**config.mk**
```make
export PLATFORM = sky130hd
export DESIGN_NAME = nfbc_host
export DESIGN_NICKNAME = d
export VERILOG_FILES = /design/src/rtl/nfbc_pkg.sv /design/src/rtl/nfbc_fifo.sv /design/src/rtl/nfbc_host.sv
export SDC_FILE = /design/constraint.sdc
export NUM_CORES = 1
export LEC_CHECK = 0
export BUFFER_PORTS_ARGS = -buffer_cell sky130_fd_sc_hd__buf_2
export CELL_PAD_IN_SITES_DETAIL_PLACEMENT = 0
export CELL_PAD_IN_SITES_GLOBAL_PLACEMENT = 1
export CORE_UTILIZATION = 24
export DETAILED_ROUTE_END_ITERATION = 7
export HOLD_SLACK_MARGIN = 0.12
export PLACE_DENSITY_LB_ADDON = 0.1
export SYNTH_ARGS = -nofsm -noshare
export SYNTH_HDL_FRONTEND = slang
export SYNTH_SLANG_ARGS = --single-unit
```
**constraint.sdc**
```tcl
create_clock -name core_clk -period 5.25 [get_ports core_clk]
set_input_delay 0.525 -clock core_clk [delete_from_list [all_inputs] [get_ports core_clk]]
set_output_delay 0.525 -clock core_clk [all_outputs]
set_load 0.01 [all_outputs]
```
**src/rtl/nfbc_pkg.sv**
```systemverilog
// nfbc_pkg: constants, commands and carrier types for the flash host
// assumes one 250 MHz core clock; no timing table beyond a few counts
package nfbc_pkg;
    localparam int BYTE_W = 8;
    localparam int ADDR_W = 31;
    localparam int FIFO_DEPTH = 32;
    localparam int CLK_PERIOD_PS = 4000;
    // strobe phase times, figures as chosen for this host
    localparam int STROBE_LOW_PS = 12000;
    localparam int STROBE_HIGH_PS = 12000;
    localparam int READ_ACCESS_DELAY_PS = 20000;
    localparam int STROBE_LOW_CYC =
        (STROBE_LOW_PS + CLK_PERIOD_PS - 1) / CLK_PERIOD_PS;
    localparam int STROBE_HIGH_CYC =
        (STROBE_HIGH_PS + CLK_PERIOD_PS - 1) / CLK_PERIOD_PS;
    localparam int READ_ACCESS_CYC =
        (READ_ACCESS_DELAY_PS + CLK_PERIOD_PS - 1) / CLK_PERIOD_PS;
    localparam int PAGE_BYTES = 2112;
    localparam int SPARE_FIRST_COL = 2048;
    localparam int PAGE_COUNT = 524288;
    localparam int BLOCK_COUNT = 8192;
    localparam logic [7:0] CMD_READ_SETUP = 8'h00;
    localparam logic [7:0] CMD_READ_GO = 8'h30;
    localparam logic [7:0] CMD_PROG_SETUP = 8'h80;
    localparam logic [7:0] CMD_PROG_GO = 8'h10;
    localparam logic [7:0] CMD_ERASE_SETUP = 8'h60;
    localparam logic [7:0] CMD_ERASE_GO = 8'hD0;
    localparam logic [7:0] CMD_RESET = 8'hFF;
    localparam logic [7:0] CMD_STATUS = 8'h70;
    localparam logic [2:0] ROW_CYCLES = 3'h3;
    localparam logic [2:0] ALL_ADDR_CYCLES = 3'h5;

    typedef enum logic [2:0] {
        NFBC_OP_READ = 3'h0,
        NFBC_OP_PROG = 3'h1,
        NFBC_OP_ERASE = 3'h2,
        NFBC_OP_RESET = 3'h3,
        NFBC_OP_STATUS = 3'h4
    } nfbc_op_t;

    typedef struct packed {
        nfbc_op_t op;
        logic die;
        logic [ADDR_W-1:0] addr;
        logic [11:0] count;
    } nfbc_req_t;

    typedef struct packed {
        logic cmdLatch;
        logic addrLatch;
        logic writeStrobeN;
        logic readStrobeN;
        logic writeProtectN;
    } nfbc_ctl_t;
endpackage

```
**src/rtl/nfbc_fifo.sv**
```systemverilog
// nfbc_fifo: synchronous fifo for write data toward the flash
// assumes one clock; read data come out of a register
`timescale 1ns/1ps
module nfbc_fifo import nfbc_pkg::*; #(
    parameter int WIDTH = 8,
    parameter int DEPTH = FIFO_DEPTH
) (
    // clock and reset
    input wire logic core_clk,
    input wire logic rst,
    // fill side
    input wire logic inValid,
    output logic inReady,
    input wire logic [WIDTH-1:0] inData,
    // drain side
    output logic outValid,
    input wire logic outReady,
    output logic [WIDTH-1:0] outData
);
    localparam int AW = $clog2(DEPTH);
    typedef struct packed {
        logic [AW:0] wp;
        logic [AW:0] rp;
        logic valid;
        logic [WIDTH-1:0] data;
        logic ready;
    } nfbc_fifo_st_t;
    nfbc_fifo_st_t st, next_st;
    logic [WIDTH-1:0] mem [DEPTH];
    logic full, empty, doWrite, doRead;

    // output register counts toward depth, so only DEPTH words fit
    assign full = !st.ready;
    assign empty = st.wp == st.rp;
    assign inReady = st.ready;
    assign doWrite = inValid && !full;
    // output register refills whenever it is empty or being taken
    assign doRead = !empty && (!st.valid || outReady);
    assign outValid = st.valid;
    assign outData = st.data;

    always_comb begin
        next_st = st;
        if (doWrite) begin
            next_st.wp = st.wp + 1'b1;
        end
        if (doRead) begin
            next_st.rp = st.rp + 1'b1;
            next_st.valid = 1'b1;
            next_st.data = mem[st.rp[AW-1:0]];
        end else if (outReady) begin
            next_st.valid = 1'b0;
        end
        next_st.ready = (next_st.wp - next_st.rp +
            {{AW{1'b0}}, next_st.valid}) != (AW+1)'(DEPTH);
    end

    always_ff @(posedge core_clk) begin
        if (doWrite) begin
            mem[st.wp[AW-1:0]] <= inData;
        end
    end

    always_ff @(posedge core_clk or posedge rst) begin
        if (rst) begin
            st <= '0;
            st.ready <= 1'b1;
        end else begin
            st <= next_st;
        end
    end
endmodule

```
**src/rtl/nfbc_host.sv**
```systemverilog
// nfbc_host: host sequencer driving a two-die nand flash bus
// assumes the flash pins are asynchronous to core_clk; ready/busy pulled up
`timescale 1ns/1ps
// Summary of operation
// - command latch high, byte taken at rise
// - address latch high, byte taken at rise
// - host pulses write strobe, select held low
// - five address cycles, column then row
// - address bits packed, unused lines low
// - reset/status one cycle, others two
// - read and program send five addresses
// - erase sends three row cycles only
// - fixed command codes per operation
module nfbc_host import nfbc_pkg::*; (
    // clock and reset
    input wire logic core_clk,
    input wire logic rst,
    // request side
    input wire logic reqValid,
    output logic reqReady,
    input nfbc_req_t req,
    input wire logic writeProtectReq,
    // program data in
    input wire logic wrValid,
    output logic wrReady,
    input wire logic [BYTE_W-1:0] wrData,
    // read data out
    output logic rdValid,
    output logic [BYTE_W-1:0] rdData,
    output logic done,
    // flash pins
    output nfbc_ctl_t flashCtl,
    output logic first_die_select_n,
    output logic second_die_select_n,
    input wire logic [BYTE_W-1:0] byte_port_in,
    output logic [BYTE_W-1:0] byte_port_out,
    output logic byte_port_oe,
    input wire logic first_die_ready_busy_n,
    input wire logic second_die_ready_busy_n
);
    typedef enum logic [3:0] {
        ST_IDLE = 4'h0,
        ST_CMD1 = 4'h1,
        ST_ADDR = 4'h2,
        ST_DATA = 4'h3,
        ST_CMD2 = 4'h4,
        ST_WAITB = 4'h5,
        ST_READ = 4'h6,
        ST_STAT = 4'h7,
        ST_WAITR = 4'h8
    } nfbc_state_t;
    typedef struct packed {
        nfbc_state_t state;
        nfbc_op_t op;
        logic die;
        logic [ADDR_W-1:0] addr;
        logic [11:0] left;
        logic [2:0] addrIdx;
        logic [1:0] phase;
        logic [3:0] cnt;
        logic [1:0] rbSync1, rbSync2;
        logic [BYTE_W-1:0] pinSync1, pinSync2;
        logic rdValid;
        logic [BYTE_W-1:0] rdData;
        logic done;
        nfbc_ctl_t ctl;
        logic selN0, selN1;
        logic [BYTE_W-1:0] portOut;
        logic portOe;
        logic reqReady;
    } nfbc_host_st_t;
    nfbc_host_st_t st, next_st;
    logic fifoValid, fifoTake;
    logic [BYTE_W-1:0] fifoData;
    nfbc_fifo #(.WIDTH(BYTE_W), .DEPTH(FIFO_DEPTH)) wrFifo (
        .core_clk(core_clk),
        .rst(rst),
        .inValid(wrValid),
        .inReady(wrReady),
        .inData(wrData),
        .outValid(fifoValid),
        .outReady(fifoTake),
        .outData(fifoData)
    );
    // address byte per cycle, unused lines driven low
    function automatic logic [7:0] addrByte(input logic [ADDR_W-1:0] a,
                                            input logic [2:0] i);
        unique case (i)
            3'h0: addrByte = a[7:0];
            3'h1: addrByte = {4'h0, a[11:8]};
            3'h2: addrByte = a[19:12];
            3'h3: addrByte = a[27:20];
            default: addrByte = {5'h00, a[30:28]};
        endcase
    endfunction
    function automatic logic [7:0] setupCode(input nfbc_op_t op);
        unique case (op)
            NFBC_OP_READ: setupCode = CMD_READ_SETUP;
            NFBC_OP_PROG: setupCode = CMD_PROG_SETUP;
            NFBC_OP_ERASE: setupCode = CMD_ERASE_SETUP;
            NFBC_OP_RESET: setupCode = CMD_RESET;
            default: setupCode = CMD_STATUS;
        endcase
    endfunction
    logic dieReady, cycleEnd;
    // each die watched on its own ready/busy line
    assign dieReady = st.die ? st.rbSync2[1] : st.rbSync2[0];
    // strobe finished: low phase then high phase both counted out
    assign cycleEnd = (st.phase == 2'h2) &&
        (st.cnt == 4'(STROBE_HIGH_CYC - 1));
    assign fifoTake = (st.state == ST_DATA) && cycleEnd && fifoValid;
    always_comb begin
        next_st = st;
        next_st.rbSync1 = {second_die_ready_busy_n, first_die_ready_busy_n};
        next_st.rbSync2 = st.rbSync1;
        next_st.pinSync1 = byte_port_in;
        next_st.pinSync2 = st.pinSync1;
        next_st.rdValid = 1'b0;
        next_st.done = 1'b0;
        next_st.ctl.writeProtectN = !writeProtectReq;
        // strobe phase engine: 1 = strobe low, 2 = strobe high
        if (st.phase == 2'h1) begin
            next_st.cnt = st.cnt + 4'h1;
            if (st.cnt == 4'(STROBE_LOW_CYC - 1)) begin
                next_st.phase = 2'h2;
                next_st.cnt = 4'h0;
                // write strobe rises with latch held
                next_st.ctl.writeStrobeN = 1'b1;
                next_st.ctl.readStrobeN = 1'b1;
            end
        end else if (st.phase == 2'h2) begin
            next_st.cnt = st.cnt + 4'h1;
            if (cycleEnd) begin
                next_st.phase = 2'h0;
                next_st.cnt = 4'h0;
            end
        end
        unique case (st.state)
            ST_IDLE: begin
                if (reqValid) begin
                    next_st.op = req.op;
                    next_st.die = req.die;
                    next_st.addr = req.addr;
                    next_st.left = req.count;
                    next_st.state = ST_WAITR;
                end
            end
            ST_WAITR: begin
                // only reset and status skip the wait
                if (dieReady || st.op == NFBC_OP_RESET ||
                    st.op == NFBC_OP_STATUS) begin
                    next_st.state = ST_CMD1;
                    next_st.selN0 = st.die;
                    next_st.selN1 = !st.die;
                end
            end
            ST_CMD1: begin
                if (st.phase == 2'h0 && !cycleEnd) begin
                    next_st.ctl.cmdLatch = 1'b1;
                    next_st.ctl.writeStrobeN = 1'b0;
                    next_st.portOut = setupCode(st.op);
                    next_st.portOe = 1'b1;
                    next_st.phase = 2'h1;
                end
                if (cycleEnd) begin
                    next_st.ctl.cmdLatch = 1'b0;
                    // reset and status are single cycle
                    next_st.addrIdx = (st.op == NFBC_OP_ERASE) ? 3'h2 : 3'h0;
                    unique case (st.op)
                        NFBC_OP_RESET: next_st.state = ST_WAITB;
                        NFBC_OP_STATUS: next_st.state = ST_STAT;
                        default: next_st.state = ST_ADDR;
                    endcase
                end
            end
            ST_ADDR: begin
                if (st.phase == 2'h0 && !cycleEnd) begin
                    next_st.ctl.addrLatch = 1'b1;
                    next_st.ctl.writeStrobeN = 1'b0;
                    next_st.portOut = addrByte(st.addr, st.addrIdx);
                    next_st.phase = 2'h1;
                end
                if (cycleEnd) begin
                    next_st.addrIdx = st.addrIdx + 3'h1;
                    // all five cycles for read and program
                    if (st.addrIdx == 3'(ALL_ADDR_CYCLES - 1)) begin
                        next_st.ctl.addrLatch = 1'b0;
                        next_st.state = (st.op == NFBC_OP_PROG) ?
                            ST_DATA : ST_CMD2;
                    end
                end
            end
            ST_DATA: begin
                if (st.left == 12'h000) begin
                    next_st.state = ST_CMD2;
                end else if (st.phase == 2'h0 && !cycleEnd && fifoValid) begin
                    next_st.ctl.writeStrobeN = 1'b0;
                    next_st.portOut = fifoData;
                    next_st.phase = 2'h1;
                end
                if (fifoTake) begin
                    next_st.left = st.left - 12'h001;
                end
            end
            ST_CMD2: begin
                if (st.phase == 2'h0 && !cycleEnd) begin
                    next_st.ctl.cmdLatch = 1'b1;
                    next_st.ctl.writeStrobeN = 1'b0;
                    next_st.portOut = (st.op == NFBC_OP_READ) ? CMD_READ_GO :
                        (st.op == NFBC_OP_PROG) ? CMD_PROG_GO : CMD_ERASE_GO;
                    next_st.phase = 2'h1;
                end
                if (cycleEnd) begin
                    next_st.ctl.cmdLatch = 1'b0;
                    next_st.state = ST_WAITB;
                end
            end
            ST_WAITB: begin
                // wait for busy to clear, after sync delay
                next_st.portOe = 1'b0;
                if (st.cnt != 4'hF) begin
                    next_st.cnt = st.cnt + 4'h1;
                end else if (dieReady) begin
                    next_st.cnt = 4'h0;
                    if (st.op == NFBC_OP_READ && st.left != 12'h000) begin
                        next_st.state = ST_READ;
                    end else begin
                        next_st.done = 1'b1;
                        next_st.selN0 = 1'b1;
                        next_st.selN1 = 1'b1;
                        next_st.state = ST_IDLE;
                    end
                end
            end
            ST_STAT, ST_READ: begin
                next_st.portOe = 1'b0;
                if (st.phase == 2'h0 && !cycleEnd) begin
                    // each read strobe fall gives next byte
                    next_st.ctl.readStrobeN = 1'b0;
                    next_st.phase = 2'h1;
                end
                if (st.phase == 2'h2 && st.cnt == 4'h0) begin
                    next_st.rdValid = 1'b1;
                    next_st.rdData = st.pinSync2;
                    next_st.left = st.left - 12'h001;
                end
                if (cycleEnd && (st.state == ST_STAT ||
                                 st.left == 12'h000)) begin
                    next_st.done = 1'b1;
                    next_st.selN0 = 1'b1;
                    next_st.selN1 = 1'b1;
                    next_st.state = ST_IDLE;
                end
            end
        endcase
        next_st.reqReady = next_st.state == ST_IDLE;
    end
    always_ff @(posedge core_clk or posedge rst) begin
        if (rst) begin
            st <= '0;
            st.ctl.writeStrobeN <= 1'b1;
            st.ctl.readStrobeN <= 1'b1;
            st.selN0 <= 1'b1;
            st.selN1 <= 1'b1;
            st.reqReady <= 1'b1;
        end else begin
            st <= next_st;
        end
    end
    assign flashCtl = st.ctl;
    assign reqReady = st.reqReady;
    assign first_die_select_n = st.selN0;
    assign second_die_select_n = st.selN1;
    assign byte_port_out = st.portOut;
    assign byte_port_oe = st.portOe;
    assign rdValid = st.rdValid;
    assign rdData = st.rdData;
    assign done = st.done;
    AST_WR_UNDER_SELECT: assert property (@(posedge core_clk) disable iff (rst)
        !st.ctl.writeStrobeN |-> (!st.selN0 || !st.selN1))
        else $error("write strobe low with no die selected");
    AST_CMD_HOLD: assert property (@(posedge core_clk) disable iff (rst)
        $rose(st.ctl.writeStrobeN) && st.state == ST_CMD1 |->
        st.ctl.cmdLatch && !st.ctl.addrLatch)
        else $error("command latch dropped before strobe rise");
    AST_ADDR_HOLD: assert property (@(posedge core_clk) disable iff (rst)
        $rose(st.ctl.writeStrobeN) && st.state == ST_ADDR |->
        st.ctl.addrLatch && !st.ctl.cmdLatch)
        else $error("address latch dropped before strobe rise");
    AST_UNUSED_LOW: assert property (@(posedge core_clk) disable iff (rst)
        st.state == ST_ADDR && st.phase != 2'h0 && st.addrIdx == 3'h1 |->
        st.portOut[7:4] == 4'h0)
        else $error("unused column lines not low");
    AST_ERASE_ROWS: assert property (@(posedge core_clk) disable iff (rst)
        st.state == ST_ADDR && st.op == NFBC_OP_ERASE |->
        st.addrIdx >= 3'h2)
        else $error("erase sent a column cycle");
    AST_ONE_DIE: assert property (@(posedge core_clk) disable iff (rst)
        !(st.selN0 == 1'b0 && st.selN1 == 1'b0))
        else $error("both dies selected");
    AST_WAIT_READY: assert property (@(posedge core_clk) disable iff (rst)
        st.state == ST_WAITR ##1 st.state == ST_CMD1 &&
        st.op inside {NFBC_OP_READ, NFBC_OP_PROG, NFBC_OP_ERASE} |->
        $past(dieReady))
        else $error("command issued to busy die");
    AST_READ_CODE: assert property (@(posedge core_clk) disable iff (rst)
        st.state == ST_CMD2 && st.ctl.cmdLatch && st.op == NFBC_OP_READ |->
        st.portOut == CMD_READ_GO)
        else $error("wrong read execute code");
    AST_FLOAT_READ: assert property (@(posedge core_clk) disable iff (rst)
        !st.ctl.readStrobeN |-> !st.portOe)
        else $error("host drives port during read");
    AST_DONE_IDLE: assert property (@(posedge core_clk) disable iff (rst)
        st.done |-> st.state == ST_IDLE && st.selN0 && st.selN1)
        else $error("done without release");
    COV_PROG: cover property (@(posedge core_clk)
        st.state == ST_DATA ##[1:1000] st.state == ST_CMD2);
    COV_READ: cover property (@(posedge core_clk) st.rdValid);
    COV_ERASE: cover property (@(posedge core_clk)
        st.op == NFBC_OP_ERASE && st.done);
endmodule

```
==> key figures, run 1 <==
Status
  – Status: completed

Die
  – Die width: 264 um
  – Die Area: 0.0694 mm^2
  – Io pins: 98
  – Core area: 0.0674 mm^2
  – Starting density of the core: 0.244
  – Chip Height: 264 um
  – Standard-cell rows: 95

Synthesis
  – Flops & latches, synth: 385
  – Post-synth EDFFs: 256
  – Synth area leaders: edfxtp_1 (47%), dfrtp_1 (19%), mux4_2 (8.9%)
  – Yosys top cell area share: 0.468
  – Warnings, synthesis: 0
  – Synthesized area per cell: 15.2 um^2
  – Post-synth ARST share: 0.335
  – Gate Count Post-Synth: 1079
  – Sequential-to-total area share from yosys stat: 0.665
  – Synth unique cells: 70
  – Syn nets: 1174
  – Post-Syn Area: 0.0164 mm^2
  – Post-synth top area cell: edfxtp_1
  – Top_reg_cell synth: edfxtp_1

Pwr
  – Switch share: 0.306
  – Total Power: 0.00937 W
  – Sw Pwr: 0.00286 W
  – Clock power share: 0.340
  – Internal power: 0.00650 W
  – Pwr dens: 480 mW/mm^2
  – Logic gate share of total power: 0.230
  – Leak Pwr: 7.04 nW
  – Worst ir drop on vdd: 0.000241 V
  – Sequential Power Share: 0.430

Flow run
  – Max_cap viols: 0

GRT
  – Pin count of the biggest net entering global routing: 50
  – First-pass GRT wire length: 67.1 mm
  – Vias in the first global route: 9798
  – Initial antenna violation count: 1
  – Total congestion overflow: 0
  – Total GRT Usage: 0.130

Critical path
  – Worst Setup End Kind: flip-flop
  – Worst EP required: 5750 ps
  – Max FO, Critical Path: 21
  – WS Path Type: flip-flop to flip-flop
  – Arrival time at the worst endpoint: 4380 ps
  – Kind of start point of the critical path: flip-flop
  – R2r setup slk: 1360 ps

STA
  – Post-route setup slack: 1360 ps
  – Least-Margin Pin Slew: 1070 ps
  – Slew Limit Headroom: 0.285
  – Max Slew Vio Count: 0
  – Final period utilization: 0.740
  – TNS Setup: 0 ps
  – Tmin final: 3890 ps
  – Max Clock Skew: 50.8 ps
  – Fmax: 257 MHz
  – Setup violations, final: 0
  – Fin. Hold Viols: 0
  – Setup repair after global routing missed its margin: no

Clock tree
  – CTS Buffer Depth: 3
  – H-tree lvl count: 2
  – Worst-path clk slew: 60 ps
  – CTS Root Cell: clkbuf_16
  – Worst skew pair latency: 610 ps
  – TritonCTS clock tree: built
  – CTS resizes: 0
  – Number of clock buffers inserted by TritonCTS: 47
  – CTS Sinks: 385

Finish
  – Ant diodes: 0
  – Ratio of cells with drive above 1 in the final layout: 0.258
  – Fin nets: 1285
  – Fill cells: 6762
  – Syn-to-layout area delta: 18.8%
  – Finished layout cell area: 0.0195 mm^2
  – Register area: 0.0109 mm^2
  – Multi-input logic area: 0.00502 mm^2
  – Post-Layout Cell Count: 2095

Placed design
  – DP HPWL: 28.7 mm
  – Routability Congestion: 0.724
  – Port Buf Inserts: 97
  – Cell Area, Placed: 0.0177 mm^2
  – DP Cell Count: 1987
  – Place WS: 1360 ps

Routing
  – Antenna Nets Post-Route: 0
  – Initial DRT Pass Iterations: 6
  – Total wire length: 44.5 mm
  – DRC viols: 0
  – DR iter-0 viols: 576
  – Detailed-route via count: 9366
  – Vias per inst: 4.47
  – Wire length per cell after detailed routing: 21.3 um

Hold path
  – Hold WC Path Type: input pin to flip-flop
==> path summary, 6_finish.rpt <==
check	from	to	cells past startpoint
setup reg to reg	st[47]$_DFF_PP0_	wrFifo.inReady$_DFF_PP1_	16
min in group asynchronous	rst	wrFifo.st[14]$_DFF_PP0_	3
hold reg to reg	next_st[32]$_DFF_PP0_	st[32]$_DFF_PP0_	0
setup / recovery	st[47]$_DFF_PP0_	wrFifo.inReady$_DFF_PP1_	16
hold / removal	req[13]	st[69]$_DFFE_PP0P_	2
max in group asynchronous	rst	st[78]$_DFFE_PP0P_	4
==> registers in the layout (all words and copies together) (netlist names) <==
register	flops
rdValid	1
wrFifo.outData	8
second_die_select_n	1
rdData	8
flashCtl	5
next_st	10
wrFifo.inReady	1
first_die_select_n	1
wrFifo.outValid	1
st	70
reqReady	1
wrFifo.mem	256
byte_port_out	8
done	1
byte_port_oe	1
wrFifo.st	12
==> routing by layer <==
layer / routed length [um] / GRT usage / up-vias
met1: 20000 / 0.170 / 4848
met4: 1110 / 0.0401 / 0
met3: 1520 / 0.0213 / 67
met2: 21900 / 0.219 / 145
li1: - / - / 4306
met5: 0 / 0 / -
==> worst max-delay path: stages (launching register included) <==
cell and delay (ps):
dfrtp_1 390, inv_1 110, ha_1 170, nor3b_1 440
nand3_1 210, nand2_1 130, nand2b_1 60, buf_4 200
or2_2 320, xor2_1 150, ha_1 330, ha_1 320
nor2b_1 270, nor2_1 60, o21ai_0 230, xnor3_1 350
nand3_1 90
==> logic make-up after synthesis <==
logic type,after synthesis,share of synthesized area
compound gates,158,0.0611
fa+ha+maj,25,0.0195
simple gates,250,0.0738
mux,137,0.136
xor+xnor,25,0.0142
flops,385,0.665
buf+inv,99,0.0295
==> area by class of cell <==
cell class                 count  area share
sequential                   385       0.561
tap                          873      0.0560
inverter                      21     0.00430
timing repair buffer         140      0.0449
clock buffer                  66      0.0665
multi-input combinational    595       0.257
clock inverter                15      0.0102
==> per-stage QoR <==
stage / util / hold WS (ps)
floorplan: - / 331
global placement: 0.263 / 333
detailed placement: 0.263 / 335
CTS: 0.289 / 120
global route: 0.289 / 128
finish: 0.289 / 164
==> cell usage in the layout (no fill, tap or decap), drive strengths merged, types with 5 or more instances in the layout <==
cell,count
nor3b,6
o221ai,5
nand2,77
nor4,6
a211oi,7
nand3,13
mux2i,28
inv,21
nand2b,5
clkbuf,66
xor2,16
or3,5
and2,8
nand3b,5
buf,113
o22ai,7
nor2,82
a22oi,14
dfstp,6
o21ai,51
mux4,65
dfrtp,123
nor3,16
o22a,5
xnor2,8
nor2b,9
edfxtp,256
clkinv,12
ha,24
dlygate4sd3,27
mux2,44
o211ai,5
a21oi,36
or3b,6
==> power groups by stage <==
stage / logic (W) / registers (W) / clock network [W]
detailed placement: 0.00219 / 0.00409 / 0
global route: 0.00242 / 0.00409 / 0.00342
CTS: 0.00222 / 0.00403 / 0.00331
finish: 0.00216 / 0.00402 / 0.00319
floorplan: 0.00166 / 0.00392 / 0
global placement: 0.00221 / 0.00408 / 0
==> synthesized netlist by cell type (2+ instances only) <==
master	instances
a22oi_1	14
buf_2	23
mux4_2	65
nor2b_1	9
o21ai_0	51
nor2_1	80
xnor2_1	8
xor2_1	16
nand3_1	13
nor2_2	2
or3b_2	5
o221ai_1	5
dfrtp_1	123
or2_2	3
a21oi_1	36
nand2_1	77
mux2i_1	28
nor3b_1	6
a211oi_1	6
inv_1	20
o211ai_1	5
a222oi_1	4
o21a_1	3
a21boi_0	2
a32oi_1	2
buf_4	22
nand2b_1	5
nor3_1	14
nand3b_1	5
nand4_1	3
o22a_1	4
a221oi_1	2
edfxtp_1	256
dfstp_2	6
and3_1	2
clkbuf_1	28
buf_1	4
a31oi_1	3
o22ai_1	7
mux2_2	44
and2_1	7
nor4_1	5
a22o_1	2
ha_1	24
or3_1	5
==> what timing repair did <==
| action | in CTS | in global routing |
|---|---|---|
| endpoints found under the hold margin | 63 | 0 |
| buffers inserted | 0 | 0 |
| hold buffers | 27 | 0 |
(Power assumes the default switching activity.)
==> run 2, diff against run 1 <==
clock period = 3.6 ns   (was 5.25 ns; I/O delays follow)
==> key figures, run 2 (synthesis gave the netlist of run 1 again) <==
Critical path
  – Top Family by Delay on Critical Path: simple AND/OR/NAND/NOR gates
  – Worst Setup End Kind: flip-flop
  – Max FO, Critical Path: 4 (-81%)
  – Crit-path slowest cell: dfrtp_1
  – Arrival time at the worst endpoint: 3810 ps (-570 ps)
  – Crit path top cell by count: ha_1
  – WS Path Type: flip-flop to flip-flop
  – Worst EP required: 4120 ps (-1630 ps)
  – Worst-path cell chain: inv_1, ha_1, nor3b_4, nand3_2, nand2_1, nand2b_1, or2_2, xor2_1, ha_1, ha_1, nor2b_2, nor2_1, o21ai_1, xnor3_1, nand3_1
  – WP buf/inv: 1 (-1)
  – Kind of start point of the critical path: flip-flop
  – CP max stage delay: 390 ps (-50 ps)

STA
  – Setup repair after global routing missed its margin: no
  – Fin. Hold Viols: 0 (unchanged)
  – Least-Margin Pin Slew: 1100 ps (+35.2 ps)
  – Fmax: 303 MHz (+18%)
  – TNS Setup: 0 ps (unchanged)
  – Setup violations, final: 0 (unchanged)
  – Max Clock Skew: 20.4 ps (-30.3 ps)
  – Final period utilization: 0.915 (+0.175)
  – Tmin final: 3300 ps (-592 ps)
  – Post-route setup slack: 305 ps (-1060 ps)
  – Slew Limit Headroom: 0.262 (-0.0232)
  – Max Slew Vio Count: 0 (unchanged)

Routing
  – Vias per inst: 4.45 (-0.46%)
  – Detailed-route via count: 9674 (+3.3%)
  – Antenna Nets Post-Route: 0 (unchanged)
  – DR iter-0 viols: 606 (+5.2%)
  – Total wire length: 45.5 mm (+2.1%)
  – Initial DRT Pass Iterations: 4 (-2)
  – Wire length per cell after detailed routing: 20.9 um (-1.6%)
  – DRC viols: 0 (unchanged)

Finish
  – Fin util: 0.302 (+0.0125)
  – Syn-to-layout area delta: 23.9%
  – Multi-input logic area: 0.00505 mm^2 (+0.72%)
  – Number of flip-flops in the largest register: 256 (unchanged)
  – Commonest cells after routing, fill and taps aside: edfxtp_1 (256), dfrtp_1 (120), buf_2 (97)
  – Ant diodes: 0 (unchanged)
  – Post-Layout Cell Count: 2174 (+3.8%)
  – Ratio of cells with drive above 1 in the final layout: 0.284 (+0.0259)
  – Most common cell after layout, fill and taps aside: edfxtp_1
  – Register area: 0.0109 mm^2 (unchanged)
  – Fin nets: 1358 (+5.7%)
  – Fill cells: 6743 (-0.28%)

Die
  – Standard-cell rows: 95 (unchanged)
  – Chip Height: 264 um (unchanged)
  – Starting density of the core: 0.244 (unchanged)
  – Core area: 0.0674 mm^2 (unchanged)
  – Die width: 264 um (unchanged)
  – Io pins: 98 (unchanged)
  – Die Area: 0.0694 mm^2 (unchanged)

Placed design
  – DP Cell Count: 2030 (+2.2%)
  – Place WS: 63.5 ps (-1290 ps)
  – Port Buf Inserts: 97 (unchanged)
  – Routability Congestion: 0.739 (+2.0%)
  – DP HPWL: 29.1 mm (+1.4%)

Flow run
  – Max_cap viols: 0 (unchanged)

GRT
  – Pin count of the biggest net entering global routing: 70 (+40%)
  – Vias in the first global route: 10.4k (+6.4%)
  – Initial antenna violation count: 0 (-1)
  – First-pass GRT wire length: 68.3 mm (+1.8%)
  – Total congestion overflow: 0 (unchanged)
  – Total GRT Usage: 0.132 (+0.00252)

Clock tree
  – CTS Buffer Depth: 3 (unchanged)
  – Number of clock buffers inserted by TritonCTS: 48 (+2.1%)
  – H-tree lvl count: 2 (unchanged)
  – TritonCTS clock tree: built
  – Worst-path clk slew: 60 ps (about the same)
  – CTS Sinks: 385 (unchanged)
  – Worst skew pair latency: 590 ps (-20 ps)
  – CTS Root Cell: clkbuf_16

Pwr
  – Total Power: 0.0143 W (+53%)
  – Pwr dens: 705 mW/mm^2 (+47%)
  – Worst ir drop on vdd: 0.000371 V (+54%)
  – Leak Pwr: 7.47 nW (+6.1%)

Status
  – Status: completed

Hold path
  – Hold WC Path Type: input pin to flip-flop
## run 2: changes by cell type in the layout (fill, tap and decap cells not counted), sizes merged
| cell | delta |
|---|---|
| buf | +43 |
| clkinvlp | +2 |
| inv | -1 |
| dlygate4sd3 | +29 |
| clkbuf | -4 |
| clkinv | +6 |
| bufinv | +4 |
## run 2: area by class of cell
class | instances | area share
well taps | 873 | 0.0537
inverters | 21 | 0.00406
repair buffers | 212 | 0.0744
clock inverters | 26 | 0.0167
flip-flops and latches | 385 | 0.537
clock buffers | 62 | 0.0651
multi-input cells | 595 | 0.249
## run 2: path summary, 6_finish.rpt
| kind | start | end | slack (ps) | cells after the start |
|---|---|---|---|---|
| min reg2reg | next_st[29]$_DFF_PP0_ | st[29]$_DFF_PP0_ | 340 | 0 |
| max | st[47]$_DFF_PP0_ | wrFifo.inReady$_DFF_PP1_ | 300 | 15 |
| max reg2reg | st[47]$_DFF_PP0_ | wrFifo.inReady$_DFF_PP1_ | 300 | 15 |
| min in group asynchronous | rst | st[34]$_DFF_PP0_ | 370 | 3 |
| min | req[2] | st[58]$_DFFE_PP0P_ | 170 | 3 |
| max in group asynchronous | rst | wrFifo.st[10]$_DFF_PP0_ | 2280 | 4 |
## run 2: worst reg2reg max path: cells and delay by family, from the launching register on
kind	cells	cell delay, ps
adder cells (fa/ha/maj)	3	840
AND/OR/NAND/NOR	8	1250
AO/OA/AOI/OAI	1	170
flip-flops	1	390
XOR/XNOR	2	490
buffers and inverters	1	110
## run 2: through the flow
step	hold slack, ps	cell area, um^2
2_1_floorplan	331	16400
3_3_place_gp	333	18100
3_5_place_dp	335	18100
4_1_cts	123	20300
5_1_grt	149	20300
6_report	167	20300
## run 2: timing repair
action / in CTS / in global routing
hold buffers: 56 / 0
setup buffers: 0 / 0
endpoints found under the hold margin: 76 / 0
resized for setup: 0 / 7
endpoints found under the setup margin: 0 / 1
## run 2: per-layer routing
layer | wire length, um | vias to the layer above | global-route usage | share of wire
li1 | - | 4454 | - | -
met1 | 20300 | 4995 | 0.171 | 0.45
met2 | 22800 | 156 | 0.227 | 0.50
met3 | 1390 | 69 | 0.0200 | 0.031
met4 | 1030 | 0 | 0.0406 | 0.023
met5 | 0 | - | 0 | 0
## run 2: where the power goes
part / switching [W] / internal [W]
clock network: 0.00197 / 0.00310
logic: 0.00200 / 0.00153
registers: 0.000345 / 0.00539
total: 0.00431 / 0.0100
==> run 3, diff against run 2 <==
clock period = 2.8 ns   (was 3.6 ns; I/O delays follow)
==> key figures, run 3 (synthesis gave the netlist of run 1 again) <==
Clock tree
  – Worst skew pair latency: 590 ps (about the same)
  – H-tree lvl count: 2 (unchanged)
  – Worst-path clk slew: 60 ps (about the same)
  – CTS Buffer Depth: 3 (unchanged)
  – CTS Root Cell: clkbuf_16
  – CTS Sinks: 385 (unchanged)
  – Number of clock buffers inserted by TritonCTS: 46 (-4.2%)
  – TritonCTS clock tree: built

GRT
  – Pin count of the biggest net entering global routing: 58 (-17%)
  – Initial antenna violation count: 0 (unchanged)
  – Vias in the first global route: 10.5k (+0.83%)
  – First-pass GRT wire length: 68.5 mm (+0.29%)
  – Total congestion overflow: 0 (unchanged)
  – Total GRT Usage: 0.131 (-0.000893)

Die
  – Die width: 264 um (unchanged)
  – Chip Height: 264 um (unchanged)
  – Starting density of the core: 0.244 (unchanged)
  – Die Area: 0.0694 mm^2 (unchanged)
  – Standard-cell rows: 95 (unchanged)
  – Core area: 0.0674 mm^2 (unchanged)
  – Io pins: 98 (unchanged)

Placed design
  – DP HPWL: 29.7 mm (+2.1%)
  – Place WS: -307 ps (-371 ps)
  – Cell Area, Placed: 0.0187 mm^2 (+3.2%)
  – Routability Congestion: 0.736 (-0.37%)
  – Port Buf Inserts: 97 (unchanged)

Pwr
  – Leak Pwr: 7.77 nW (+4.0%)
  – Worst ir drop on vdd: 0.000478 V (+29%)
  – Total Power: 0.0186 W (+30%)
  – Pwr dens: 891 mW/mm^2 (+26%)

Critical path
  – WS Path Type: flip-flop to flip-flop
  – Kind of start point of the critical path: flip-flop
  – Worst EP required: 3290 ps (-830 ps)
  – Arrival time at the worst endpoint: 3440 ps (-370 ps)
  – Worst Setup End Kind: flip-flop
  – Worst r2r src: wrFifo.st[15]$_DFF_PP0_
  – Worst-path cell chain: xor2_1, nor4_2, and2_1, nand2b_4, buf_4, xnor2_1, ha_1, inv_1, ha_2, fa_2, a21o_1, nor2_1, a31oi_1, o22ai_1, nand3_1
  – Max FO, Critical Path: 5 (+1)
  – CP max stage delay: 390 ps (about the same)
  – Crit-path slowest cell: dfrtp_1
  – CP startpoint: wrFifo.st[15]$_DFF_PP0_

STA
  – Setup violations, final: 1 (+1)
  – Final period utilization: 1.06 (+0.141)
  – Least-Margin Pin Slew: 1000 ps (-104 ps)
  – Slew Limit Headroom: 0.331 (+0.0685)
  – Tmin final: 2960 ps (-337 ps)
  – Post-route setup slack: -158 ps (-463 ps)
  – Hold slack: 182 ps (+14.9 ps)
  – Fin. Hold Viols: 0 (unchanged)
  – Max Slew Vio Count: 0 (unchanged)
  – Fmax: 338 MHz (+11%)
  – Setup repair after global routing missed its margin: yes
  – Max Clock Skew: 26.9 ps (+6.48 ps)

Finish
  – Most common cell after layout, fill and taps aside: edfxtp_1
  – Ant diodes: 0 (unchanged)
  – Commonest cells after routing, fill and taps aside: edfxtp_1 (256), buf_4 (123), dfrtp_1 (120)
  – Number of flip-flops in the largest register: 256 (unchanged)
  – Finished layout cell area: 0.0209 mm^2 (+2.6%)
  – Fin nets: 1428 (+5.2%)
  – Syn-to-layout area delta: 27.1%
  – Ratio of cells with drive above 1 in the final layout: 0.331 (+0.0475)
  – Fin util: 0.310 (+0.00778)

Flow run
  – Max_cap viols: 0 (unchanged)

Hold path
  – Worst Hold Launch: wrValid
  – Hold WC Path Type: input pin to flip-flop

Status
  – Status: finished with violations
  – Failing checks: setup timing

Routing
  – Total wire length: 45.3 mm (-0.46%)
  – Detailed-route via count: 9809 (+1.4%)
  – Initial DRT Pass Iterations: 5 (+1)
  – Vias per inst: 4.37 (-1.8%)
  – Wire length per cell after detailed routing: 20.2 um (-3.6%)
  – DRC viols: 0 (unchanged)
  – Antenna Nets Post-Route: 0 (unchanged)
  – DR iter-0 viols: 631 (+4.1%)
==> run 3: changes by cell type in the layout (fill, tap and decap cells not counted), moves of 3 or more <==
cell / delta
buf_4: +66
bufinv_16: -3
clkbuf_16: -3
clkinv_1: -3
clkinvlp_4: +3
dlygate4sd3_1: +3
ha_1: -3
==> run 3: power breakdown <==
part | internal (W) | switching [W]
combinational | 0.00244 | 0.00276
sequential | 0.00693 | 0.000428
clock | 0.00355 | 0.00249
==> run 3: worst paths after layout <==
check | depth (start not counted) | to | slack, ps
min | 4 | wrFifo.st[21]$_DFF_PP0_ | 180
max | 15 | wrFifo.inReady$_DFF_PP1_ | -160
max reg2reg | 15 | wrFifo.inReady$_DFF_PP1_ | -160
min reg2reg | 0 | st[27]$_DFF_PP0_ | 350
min in group asynchronous | 3 | rdData[3]$_DFFE_PP0P_ | 370
max in group asynchronous | 4 | wrFifo.st[11]$_DFF_PP0_ | 1680
==> run 3: cell type report <==
class                           instances  area, um^2
Fill cell                            6753       46500
Clock buffer                           60        1250
Timing Repair Buffer                  284        2090
Inverter                               21        82.6
Sequential cell                       385       10900
Tap cell                              873        1090
Clock inverter                         26         277
Multi-Input combinational cell        595        5140
==> run 3: layer usage <==
metal	track usage	vias up	wire length (um)
met4	0.0343	0	831
met5	0	-	0
met3	0.0212	54	1310
met2	0.220	131	22200
met1	0.176	5036	20900
li1	-	4588	-
==> run 3: critical path: cells and delay by family (launching register included) <==
family	cells	cell delay (ps)
compound gates	3	410
xor+xnor	2	250
fa+ha+maj	3	830
buf+inv	2	160
flops	1	390
simple gates	5	830
==> run 3: per-stage QoR <==
step / instances / setup TNS [ps]
detailed placement: 2097 / -307
global route: 2244 / -385
finish: 2244 / -158
CTS: 2243 / -193
floorplan: 1079 / -174
global placement: 2097 / -296
==> run 3: timing repair <==
| action | 4_1_cts | 5_1_grt |
|---|---|---|
| resized for setup | 8 | 7 |
| endpoints found under the hold margin | 85 | 0 |
| buffers inserted | 1 | 1 |
| pin swaps | 5 | 4 |
| hold buffers | 59 | 0 |
| endpoints found under the setup margin | 1 | 2 |
